**src/hdl/tcu_pkg.sv**
```systemverilog
package tcu_pkg;

  // register addresses on the plain register port
  localparam logic [2:0] ADDR_CTRL    = 3'h0;
  localparam logic [2:0] ADDR_COUNT   = 3'h1;
  localparam logic [2:0] ADDR_COMPARE = 3'h2;
  localparam logic [2:0] ADDR_FLAGS   = 3'h3;
  localparam logic [2:0] ADDR_MASK    = 3'h4;
  localparam logic [2:0] ADDR_ASYNC   = 3'h5;

  // bit positions in the flag, mask and async registers
  localparam int FLAG_OVF_BIT  = 0;
  localparam int FLAG_CMP_BIT  = 1;
  localparam int ASYNC_SEL_BIT = 0;

  // reset values
  localparam logic [7:0] CTRL_RST    = 8'h00;
  localparam logic [7:0] COUNT_RST   = 8'h00;
  localparam logic [7:0] COMPARE_RST = 8'h00;

  // extreme counter values
  localparam logic [7:0] COUNT_BOTTOM = 8'h00;
  localparam logic [7:0] COUNT_MAX    = 8'hff;

  typedef enum logic [1:0] {
    WGM_NORMAL = 2'h0,
    WGM_PHASE  = 2'h1,
    WGM_CTC    = 2'h2,
    WGM_FAST   = 2'h3
  } tcu_wgm_e;

  typedef enum logic [1:0] {
    COM_OFF    = 2'h0,
    COM_TOGGLE = 2'h1,
    COM_CLEAR  = 2'h2,
    COM_SET    = 2'h3
  } tcu_com_e;

  // control register layout, bit 7 down to bit 0
  typedef struct packed {
    logic       force_cmp;
    tcu_com_e   com;
    tcu_wgm_e   wgm;
    logic [2:0] cs;
  } tcu_ctrl_s;

  // prescaler tap masks: divide by 1, 8, 32, 64, 128, 256, 1024
  function automatic logic [9:0] tcu_pre_mask(input logic [2:0] cs);
    case (cs)
      3'h2:    return 10'h007;
      3'h3:    return 10'h01f;
      3'h4:    return 10'h03f;
      3'h5:    return 10'h07f;
      3'h6:    return 10'h0ff;
      3'h7:    return 10'h3ff;
      default: return 10'h000;
    endcase
  endfunction

endpackage

```
**src/hdl/tcu_timer8.sv**
```systemverilog
// Behaviour
// - 8-bit counter and compare, always compared
// - clock select zero stops the counter
// - tick from core clock or crystal
// - each tick clears, increments or decrements
// - CPU counter write beats count or clear
// - overflow flag set per mode, interrupts
// - match sets compare flag next tick
// - enabled compare flag raises interrupt request
// - compare flag cleared by ack or one
// - output from match, mode and extremes
// - compare buffered only in PWM modes
// - buffer copied to active at top
// - CPU reaches buffer or active register
// - force strobe acts like match in non-PWM modes only, no flag
// - counter write blocks next tick's match
// - output register kept across mode change
// - output mode change acts immediately
// - output mode sets action and pin source
// - bottom at 0x00, max at 0xff
// - top is 0xff or compare value
// - normal mode wraps, overflow at zero
// - mode 2 clears counter on match
// - mode 3 fast single-slope PWM
// - output mode zero does nothing
`timescale 1ns/10ps
`default_nettype none

module tcu_timer8 (
  input  wire logic       CORE_CLK,
  input  wire logic       ARST_N,
  input  wire logic [2:0] REG_ADDR,
  input  wire logic [7:0] REG_WDATA,
  input  wire logic       REG_WR,
  input  wire logic       REG_RD,
  output logic      [7:0] REG_RDATA,
  input  wire logic       CRYSTAL_PIN_IN,
  output logic            CRYSTAL_PIN_OUT,
  input  wire logic       IRQ_OVF_ACK,
  input  wire logic       IRQ_CMP_ACK,
  output logic            IRQ_OVF,
  output logic            IRQ_CMP,
  output logic            COMPARE_OUTPUT,
  output logic            COMPARE_PIN_SEL
);

  tcu_pkg::tcu_ctrl_s ctrl_q;
  logic [7:0]         cnt_q, cnt_d;
  logic [7:0]         act_q, buf_q;
  logic [9:0]         pre_q;
  logic [1:0]         mask_q;
  logic               async_q;
  logic               xtal_q;
  logic               dir_up_q, dir_up_d;
  logic               blk_q;
  logic               ovf_q, cmp_q;
  logic               oc_q, oc_d;

  // register port decode
  wire tcu_pkg::tcu_ctrl_s wr_ctrl_val = tcu_pkg::tcu_ctrl_s'(REG_WDATA);
  wire wr_ctrl    = REG_WR && (REG_ADDR == tcu_pkg::ADDR_CTRL);
  wire wr_count   = REG_WR && (REG_ADDR == tcu_pkg::ADDR_COUNT);
  wire wr_cmp     = REG_WR && (REG_ADDR == tcu_pkg::ADDR_COMPARE);
  wire wr_flags   = REG_WR && (REG_ADDR == tcu_pkg::ADDR_FLAGS);
  wire wr_mask    = REG_WR && (REG_ADDR == tcu_pkg::ADDR_MASK);
  wire wr_async   = REG_WR && (REG_ADDR == tcu_pkg::ADDR_ASYNC);

  // mode decode; PWM modes have the low mode bit set
  wire is_pwm     = ctrl_q.wgm[0];
  wire is_phase   = (ctrl_q.wgm == tcu_pkg::WGM_PHASE);
  wire is_ctc     = (ctrl_q.wgm == tcu_pkg::WGM_CTC);

  // extreme values and comparator
  wire at_bottom  = (cnt_q == tcu_pkg::COUNT_BOTTOM);
  wire at_max     = (cnt_q == tcu_pkg::COUNT_MAX);
  wire match      = (cnt_q == act_q);
  wire at_top     = is_ctc ? match : at_max;

  // tick source: crystal edge when async selected, else every core cycle
  wire xtal_rise  = CRYSTAL_PIN_IN && !xtal_q;
  wire src_en     = async_q ? xtal_rise : 1'b1;
  wire [9:0] tap  = tcu_pkg::tcu_pre_mask(ctrl_q.cs);
  wire run        = (ctrl_q.cs != 3'h0);
  wire tick       = run && src_en && ((pre_q & tap) == tap);
  wire tick_run   = tick && !wr_count;

  // a counter write suppresses the match seen on the next tick
  wire cmp_hit    = match && !blk_q;
  wire cmp_ev     = tick && cmp_hit;
  wire force_ev   = wr_ctrl && wr_ctrl_val.force_cmp && !wr_ctrl_val.wgm[0];

  // flag set and clear terms; a set in the same cycle wins
  wire ovf_set    = tick_run && (is_phase ? at_bottom : at_max);
  wire ovf_clr    = (wr_flags && REG_WDATA[tcu_pkg::FLAG_OVF_BIT]) || IRQ_OVF_ACK;
  wire cmp_clr    = (wr_flags && REG_WDATA[tcu_pkg::FLAG_CMP_BIT]) || IRQ_CMP_ACK;
  wire buf_load   = is_pwm && tick_run && at_max;

  // output mode in force, taken from the write itself on a strobe
  wire tcu_pkg::tcu_com_e com_eff = force_ev ? wr_ctrl_val.com : ctrl_q.com;

  // counter next value per mode
  always_comb begin
    cnt_d = cnt_q;
    if (wr_count) begin
      cnt_d = REG_WDATA;
    end else if (tick) begin
      unique case (ctrl_q.wgm)
        tcu_pkg::WGM_NORMAL: cnt_d = cnt_q + 8'h01;
        tcu_pkg::WGM_FAST:   cnt_d = cnt_q + 8'h01;
        tcu_pkg::WGM_CTC:    cnt_d = cmp_hit ? 8'h00 : cnt_q + 8'h01;
        tcu_pkg::WGM_PHASE: begin
          if (dir_up_q) begin
            cnt_d = at_max ? cnt_q - 8'h01 : cnt_q + 8'h01;
          end else begin
            cnt_d = at_bottom ? cnt_q + 8'h01 : cnt_q - 8'h01;
          end
        end
      endcase
    end
  end

  // count direction, only meaningful in dual-slope mode
  always_comb begin
    dir_up_d = dir_up_q;
    if (!is_phase) begin
      dir_up_d = 1'b1;
    end else if (tick_run && dir_up_q && at_max) begin
      dir_up_d = 1'b0;
    end else if (tick_run && !dir_up_q && at_bottom) begin
      dir_up_d = 1'b1;
    end
  end

  // waveform generator; a mode change alone never touches oc_q
  always_comb begin
    oc_d = oc_q;
    unique case (ctrl_q.wgm)
      tcu_pkg::WGM_NORMAL, tcu_pkg::WGM_CTC: begin
        if (cmp_ev || force_ev) begin
          unique case (com_eff)
            tcu_pkg::COM_OFF:    oc_d = oc_q;
            tcu_pkg::COM_TOGGLE: oc_d = !oc_q;
            tcu_pkg::COM_CLEAR:  oc_d = 1'b0;
            tcu_pkg::COM_SET:    oc_d = 1'b1;
          endcase
        end
      end
      tcu_pkg::WGM_FAST: begin
        // wrap to bottom wins so a compare at max gives a steady level
        if (ctrl_q.com[1] && tick_run && at_max) begin
          oc_d = (ctrl_q.com == tcu_pkg::COM_CLEAR);
        end else if (ctrl_q.com[1] && cmp_ev) begin
          oc_d = (ctrl_q.com == tcu_pkg::COM_SET);
        end
      end
      tcu_pkg::WGM_PHASE: begin
        if (ctrl_q.com[1] && cmp_ev) begin
          oc_d = dir_up_q ? (ctrl_q.com == tcu_pkg::COM_SET)
                          : (ctrl_q.com == tcu_pkg::COM_CLEAR);
        end
      end
    endcase
  end

  // control, mask and async select; output mode takes hold at once
  always_ff @(posedge CORE_CLK or negedge ARST_N) begin
    if (!ARST_N) begin
      ctrl_q  <= tcu_pkg::tcu_ctrl_s'(tcu_pkg::CTRL_RST);
      mask_q  <= 2'h0;
      async_q <= 1'b0;
    end else begin
      if (wr_ctrl) begin
        ctrl_q           <= wr_ctrl_val;
        ctrl_q.force_cmp <= 1'b0;                                    // strobe only
      end
      if (wr_mask) begin
        mask_q <= REG_WDATA[1:0];
      end
      if (wr_async) begin
        async_q <= REG_WDATA[tcu_pkg::ASYNC_SEL_BIT];
      end
    end
  end

  // crystal edge detect and amplifier feedback; pin is core-synchronous
  always_ff @(posedge CORE_CLK or negedge ARST_N) begin
    if (!ARST_N) begin
      xtal_q          <= 1'b0;
      CRYSTAL_PIN_OUT <= 1'b0;
    end else begin
      xtal_q          <= CRYSTAL_PIN_IN;
      CRYSTAL_PIN_OUT <= !CRYSTAL_PIN_IN;
    end
  end

  // prescaler free-runs on the source while a clock is selected
  always_ff @(posedge CORE_CLK or negedge ARST_N) begin
    if (!ARST_N) begin
      pre_q <= 10'h000;
    end else if (!run) begin
      pre_q <= 10'h000;
    end else if (src_en) begin
      pre_q <= pre_q + 10'h001;
    end
  end

  // counter, direction, match blocking and output register
  always_ff @(posedge CORE_CLK or negedge ARST_N) begin
    if (!ARST_N) begin
      cnt_q    <= tcu_pkg::COUNT_RST;
      dir_up_q <= 1'b1;
      blk_q    <= 1'b0;
      oc_q     <= 1'b0;
    end else begin
      cnt_q    <= cnt_d;
      dir_up_q <= dir_up_d;
      blk_q    <= wr_count || (blk_q && !tick);
      oc_q     <= oc_d;
    end
  end

  // compare value: direct in non-PWM, buffered in PWM
  always_ff @(posedge CORE_CLK or negedge ARST_N) begin
    if (!ARST_N) begin
      act_q <= tcu_pkg::COMPARE_RST;
      buf_q <= tcu_pkg::COMPARE_RST;
    end else begin
      if (wr_cmp) begin
        buf_q <= REG_WDATA;
      end
      if (wr_cmp && !is_pwm) begin
        act_q <= REG_WDATA;
      end else if (buf_load) begin
        act_q <= buf_q;
      end
    end
  end

  // sticky flags, hardware set beats any clear in the same cycle
  always_ff @(posedge CORE_CLK or negedge ARST_N) begin
    if (!ARST_N) begin
      ovf_q <= 1'b0;
      cmp_q <= 1'b0;
    end else begin
      ovf_q <= ovf_set || (ovf_q && !ovf_clr);
      cmp_q <= cmp_ev || (cmp_q && !cmp_clr);
    end
  end

  // read mux; force strobe and unmapped addresses read as zero
  wire [7:0] rd_ctrl  = {1'b0, ctrl_q.com, ctrl_q.wgm, ctrl_q.cs};
  wire [7:0] rd_cmp   = is_pwm ? buf_q : act_q;
  wire [7:0] rd_flags = {6'h00, cmp_q, ovf_q};
  wire [7:0] rd_mux   =
    (REG_ADDR == tcu_pkg::ADDR_CTRL)    ? rd_ctrl :
    (REG_ADDR == tcu_pkg::ADDR_COUNT)   ? cnt_q :
    (REG_ADDR == tcu_pkg::ADDR_COMPARE) ? rd_cmp :
    (REG_ADDR == tcu_pkg::ADDR_FLAGS)   ? rd_flags :
    (REG_ADDR == tcu_pkg::ADDR_MASK)    ? {6'h00, mask_q} :
    (REG_ADDR == tcu_pkg::ADDR_ASYNC)   ? {7'h00, async_q} : 8'h00;

  // read data valid only in the cycle after the read strobe
  always_ff @(posedge CORE_CLK or negedge ARST_N) begin
    if (!ARST_N) begin
      REG_RDATA <= 8'h00;
    end else begin
      REG_RDATA <= REG_RD ? rd_mux : 8'h00;
    end
  end

  // interrupt requests and pin source select
  assign IRQ_OVF         = ovf_q && mask_q[tcu_pkg::FLAG_OVF_BIT];
  assign IRQ_CMP         = cmp_q && mask_q[tcu_pkg::FLAG_CMP_BIT];
  assign COMPARE_OUTPUT  = oc_q;
  assign COMPARE_PIN_SEL = (ctrl_q.com != tcu_pkg::COM_OFF);
endmodule

`default_nettype wire

```
**config.mk**
```make
export PLATFORM = sky130hd
export DESIGN_NAME = tcu_timer8
export DESIGN_NICKNAME = d
export VERILOG_FILES = /design/src/hdl/tcu_pkg.sv /design/src/hdl/tcu_timer8.sv
export SDC_FILE = /design/constraint.sdc
export NUM_CORES = 1
export LEC_CHECK = 0
export ABC_CLOCK_PERIOD_IN_PS = 4800
export BUFFER_PORTS_ARGS = -buffer_cell sky130_fd_sc_hd__buf_2
export CAP_MARGIN = 0
export CORE_UTILIZATION = 30
export DETAILED_ROUTE_END_ITERATION = 10
export GPL_ROUTABILITY_DRIVEN = 0
export SYNTH_ARGS = -nofsm -noshare
export SYNTH_HDL_FRONTEND = slang
export SYNTH_SLANG_ARGS = --single-unit
```
**constraint.sdc**
```tcl
create_clock -name CORE_CLK -period 4.8 [get_ports CORE_CLK]
set_input_delay 0.96 -clock CORE_CLK [delete_from_list [all_inputs] [get_ports CORE_CLK]]
set_output_delay 0.96 -clock CORE_CLK [all_outputs]
set_load 0.02 [all_outputs]
```
Yosys cells after proc, flatten, opt, wreduce, memory -nomap -nowiden --
Cells that the tools add are included.
Cells by class: $add $sub $neg 3, equality and inequality tests 28, multiplexer cells 33, bitwise operators 1, reduce and logical (&&, ||, !) cells 60
Operator list (count):
- 2-to-1 mux 8 bit | 13
- one-hot mux 10 bit (6 select lines) | 1
- logical AND 1 bit | 32
- one-hot mux 8 bit (3 select lines) | 1
- 2-to-1 mux 10 bit | 2
- equality test 3 bit (second input constant) | 6
- equality test 2 bit (second input constant) | 6
- equality test 3 x 2 -> 1 bit (second input constant) | 4
- logical NOT 1 bit | 11
- 2-to-1 mux 1 bit | 11
- adder 10 x 1 -> 10 bit (second input constant) | 1
- AND 10 bit | 1
- equality test 10 bit | 1
- adder 8 x 1 -> 8 bit (second input constant) | 1
- equality test 8 bit | 1
- equality test 8 bit (second input constant) | 1
- logical NOT 8 bit | 1
- subtractor 8 x 1 -> 8 bit (second input constant) | 1
- logical OR 1 bit | 6
- 2-to-1 mux 2 bit | 3
- != test 2 bit (second input constant) | 3
- one-hot mux 1 bit (3 select lines) | 2
- nonzero test 2 bit | 3
- equality test 2 x 1 -> 1 bit (second input constant) | 2
- other kinds (9) | 11
Word-level totals: flip-flop bits (word level) 59, input port bits 18, output and inout bits 13, logic and storage cells 142

Logic depth before layout (Yosys ltp) --
word-level depth 11, mapped depth 9, depth with buffers taken out 7

Worst setup path after synthesis --
No wires, ideal clock.
kind input port to flip-flop, start in REG_WR, end reg oc_q, in the netlist COMPARE_OUTPUT, setup time 125 ps, arrival time 2222 ps, data required time 4675 ps, setup slack 2453 ps, stages on the path 6, path buffers 0, cell sequence nor2b_1 -> and2_1 -> or3_1 -> a211oi_1 -> o22ai_1 -> mux2_4
On the way: cells in the longest elaborated chain, start to end 8, elaborated cells between the ends (all ways) 22, those cells by class 6 x eq/ne; 5 x mux; 11 x reduce/logical
RTL lines:
- from (decl) | RTL line tcu_timer8.sv:34 | input wire logic REG_WR,
- logical AND 1 bit | RTL line tcu_timer8.sv:61 | wire wr_ctrl = REG_WR && (REG_ADDR == tcu_pkg::ADDR_CTRL);
- logical AND 1 bit (2 in series) | RTL line tcu_timer8.sv:90 | wire force_ev = wr_ctrl && wr_ctrl_val.force_cmp && !wr_ctrl_val.wgm[0];
- 2-to-1 mux 2 bit | RTL line tcu_timer8.sv:99 | wire tcu_pkg::tcu_com_e com_eff = force_ev ? wr_ctrl_val.com : ctrl_q.com;
- equality test 2 bit / equality test 2 x 1 -> 1 bit (equally long branches) | RTL line tcu_timer8.sv:140 | unique case (com_eff)
- one-hot mux 1 bit (3 select lines) | RTL line tcu_timer8.sv:140
- 2-to-1 mux 1 bit | RTL line tcu_timer8.sv:139 | if (cmp_ev || force_ev) begin
- one-hot mux 1 bit (3 select lines) | RTL line tcu_timer8.sv:137 | unique case (ctrl_q.wgm)
- to (signal assigned) | RTL line tcu_timer8.sv:213 | oc_q <= 1'b0;
- to (signal assigned) | RTL line tcu_timer8.sv:218 | oc_q <= oc_d;
- to (decl) | RTL line tcu_timer8.sv:57 | logic oc_q, oc_d;
Several ways; a longest one is shown, not always the timed one. The select of a mux whose other input is x is not followed. A chain may end at the register's enable or synchronous reset.

Final worst setup path --
start reg ctrl_q[2] in the netlist's numbering, end reg act_q[3]
On the way: cells in the longest elaborated chain, start to end 9, elaborated cells between the ends (all ways) 16, those cells by class 7 x eq/ne; 1 x mux; 1 x bitwise; 7 x reduce/logical
RTL lines:
- from (decl) | RTL line tcu_timer8.sv:47 | tcu_pkg::tcu_ctrl_s ctrl_q;
- from (signal assigned) | RTL line tcu_timer8.sv:168 | ctrl_q <= tcu_pkg::tcu_ctrl_s'(tcu_pkg::CTRL_RST);
- from (signal assigned) | RTL line tcu_timer8.sv:173 | ctrl_q <= wr_ctrl_val;
- equality test 3 bit / equality test 3 x 2 -> 1 bit (equally long branches) | RTL line tcu_pkg.sv:49 | case (cs)
- one-hot mux 10 bit (6 select lines) | RTL line tcu_pkg.sv:49
- AND 10 bit | RTL line tcu_timer8.sv:84 | wire tick = run && src_en && ((pre_q & tap) == tap);
- equality test 10 bit | RTL line tcu_timer8.sv:84
- logical AND 1 bit (*) | RTL line tcu_timer8.sv:84
- logical AND 1 bit (*) | RTL line tcu_timer8.sv:85 | wire tick_run = tick && !wr_count;
- logical AND 1 bit (*) (2 in series) | RTL line tcu_timer8.sv:96 | wire buf_load = is_pwm && tick_run && at_max;
- nonzero test 2 bit (no source line) (*)
- to (signal assigned) | RTL line tcu_timer8.sv:225 | act_q <= tcu_pkg::COMPARE_RST;
- to (signal assigned) | RTL line tcu_timer8.sv:234 | act_q <= buf_q;
- to (decl) | RTL line tcu_timer8.sv:49 | logic [7:0] act_q, buf_q;
Every way passes the cells marked *; elsewhere a longest branch is shown, timed or not.

==> results.md <==
* Final worst-path setup slack at between 2 and 2.5 ns
* Fin crit share at 54.24%
* Post-synth top area share at 40.95%
* # setup viols final at 0
* Post-DRT Antenna Nets at 0
* Post-Synthesis Cells at 384
* Post-synthesis sequential area ratio at 41.69%
* Placed cell areas at 3797 sq um
* 1st-pass router iterations at 6
* Post-synth top area cell: dfrtp_1
* F_max at 384.1 MHz
* CP endpoint kind: flop
* Warnings, synthesis at 0
* Htree depth at 3
* Pre-CTS WS at 1.943 ns
* Total Wirelength at 9179 um
* Starting Density at 30.91%
* CTS Buffer Depth at 2
* CTS tree: done
* Port Buffers at 30
* I/O pins at 31
* Antenna violations before repair at 0
* Layout Skew at 0.006628 ns
* Mapped Nets at 410
* Post-layout min period at roughly 2.6 ns
* Hold Path Class: reg2reg
* Mapped cell area at 3545 sq um
* Global-route wire length before repair at 15340 um
* Final Cell Area at 4141 sq um
* Tot GR Track Use at 15.83%
* Die area at roughly 12000 sq um
* Share of post-route cells with drive strength above 1 at 17.92%
* Largest net degree at the start of global routing at 32
* Via count at 3000
* Post-CTS Setup Bufs at 0
* Final Hold Fails at 0
* CP max FO at 13
* Req. time, crit path at 4.99 ns
* Post-DP HPWL at 6504 um
* Synth unique cells at 57
* Ys async rst share at between 90% and 100%
* Root Buffer: clkbuf_16
* Syn_area_per_cell at 9.231 sq um
* Core Region at 11470 sq um
* Row count at 39
* CP max stage delay at 0.66 ns
* DR vias/cell at between 5 and 6
* Vias in the first global route at about 2.9k
* Overflow after GRT at 0
* Slew Viols, Final at 0
* Rel. slew slack at between 40% and 50%
* Die width at 110.7 um
* Clock sinks at 59
* Total leakage power at 0.001857 uW
* DR WL/cell at 16.51 um
* Cell Chain, Critical Path: nor3_1, buf_4, a221oi_2, o211ai_2, or3_1, mux2i_1, a21oi_1
* PwrDens at between 500 and 600 nW/um^2
* Cts bufs inserted at 9
* Max-cap violations at 0
* R2r setup slk at 2.20 ns
* Die height at 110.7 um
* Crit Path Class: reg2reg
* Peak supply drop at around 160 uV
* Post-synth EDFFs at 0
* Nets at 434
* Clock Latency Late Sink at 0.33 ns
* Outcome: complete, no violations
* Post_cts resized at 0
* Hold slack at 0.5014 ns
* # DRC at 0
* Primary FF master, synth: dfrtp_1
* Filler Cells Inserted at 1154
* Clock-pin slew on the worst setup and hold paths at 0.06 ns
* Startpoint types: flop
* Hold-fix buffers, CTS at 0
* Unrepaired setup endpoints after global routing: no
* Antenna cells at 0
* Worst slew pin tran at approximately 0.77 ns
* Initial DRC count at 263
* CP max stage cell: nor3_1
* Fin Setup TNS at 0 ns
* Synth top area cells: dfrtp_1 41%, mux2i_1 5.1%, xor2_1 4.2%
* Area growth, synth to finish at 16.84%
* Data arrival, critical path at 2.79 ns
* Synth Register Bits at 59
worst paths after layout:
path | cells after the start | endpoint | startpoint
min in group asynchronous | 1 | REG_RDATA[7] | ARST_N
max reg2reg | 7 | act_q[3] | ctrl_q[2]
max | 7 | act_q[3] | ctrl_q[2]
max in group asynchronous | 2 | cnt_q[1] | ARST_N
min reg2reg | 2 | blk_q | blk_q
min | 2 | blk_q | blk_q
worst max-delay path, delay by kind of cell, from the launching register on:
family	cells	cell delay (ns)
flops	1	0.42
simple gates	2	1.17
compound gates	3	0.35
mux	1	0.25
buf+inv	1	0.27
routing by layer:
metal | wire length [um] | track usage, %
met5 | 0 | 0
met4 | 143 | 5.778
met3 | 576 | 3.280
met2 | 4163 | 23.48
met1 | 4296 | 22.65
where the power goes:
group	internal, uW	leakage, uW	switching, uW
Sequential	620	0.000731	225
Combinational	294	0.000967	318
Clock	484	0.000158	238
logic make-up after synthesis:
logic type | count (synthesis) | synth area share [%]
xor+xnor | 26 | 6.424
buf+inv | 33 | 4.130
compound gates | 85 | 15.50
mux | 32 | 9.636
flops | 59 | 41.69
simple gates | 141 | 19.80
fa+ha+maj | 8 | 2.824
registers in the layout, indices dropped and copies added (netlist names):
name             flops
cnt_q                8
pre_q               10
REG_RDATA            8
async_q              1
xtal_q               1
ovf_q                1
blk_q                1
dir_up_q             1
buf_q                8
cmp_q                1
ctrl_q               7
act_q                8
COMPARE_OUTPUT       1
CRYSTAL_PIN_OUT      1
mask_q               2
through the flow:
step           total power, uW  utilization [%]  std cells
2_1_floorplan             1285                -        384
4_1_cts                   2182            36.05        555
3_5_place_dp              1450            33.12        539
3_3_place_gp              1434            33.12        539
6_report                  2179            36.12        556
5_1_grt                   2308            36.12        556
area by class of cell:
cell class                 instances  area, sq um  share of cell area [%]
multi-input combinational        292         1927                   46.53
tap                              143        178.9                   4.320
sequential                        59         1478                   35.68
timing repair buffer              33        172.7                   4.169
clock inverter                     5        83.83                   2.024
inverter                          13        48.80                   1.178
clock buffer                      11        252.7                   6.103
cell usage in the layout (no fill, tap or decap), types with 8 or more instances in the layout:
cell type and count:
nand3_1 10, mux2_2 13, and3_1 9, mux2i_1 18
o21ai_0 20, and2_1 8, dfrtp_1 58, nand2_1 37
buf_2 30, inv_1 13, clkbuf_16 9, a22oi_1 9
xor2_1 17, a21oi_1 24, xnor2_1 9, ha_1 8
nor2_1 36, nor3_1 9
cell usage after synthesis, types with 2 or more instances:
master	number
o22ai_1	6
nand4_1	5
a22oi_1	9
clkbuf_1	9
nor2b_1	4
a211oi_1	3
or2_2	2
o2111ai_1	2
nand2b_1	4
o211ai_1	2
a221oi_1	3
o21ai_0	20
mux2i_1	18
xnor2_1	9
and2_1	8
dfrtp_1	58
or3_1	4
a21oi_1	24
mux2_2	13
ha_1	8
nand3b_1	3
xor2_1	17
nor2_1	36
nand3_1	10
buf_2	9
o21ai_1	2
and3_1	9
nor4b_1	2
inv_1	13
nor3_1	9
nand2_1	37
No activity file was read; power rests on OpenSTA's default activity.
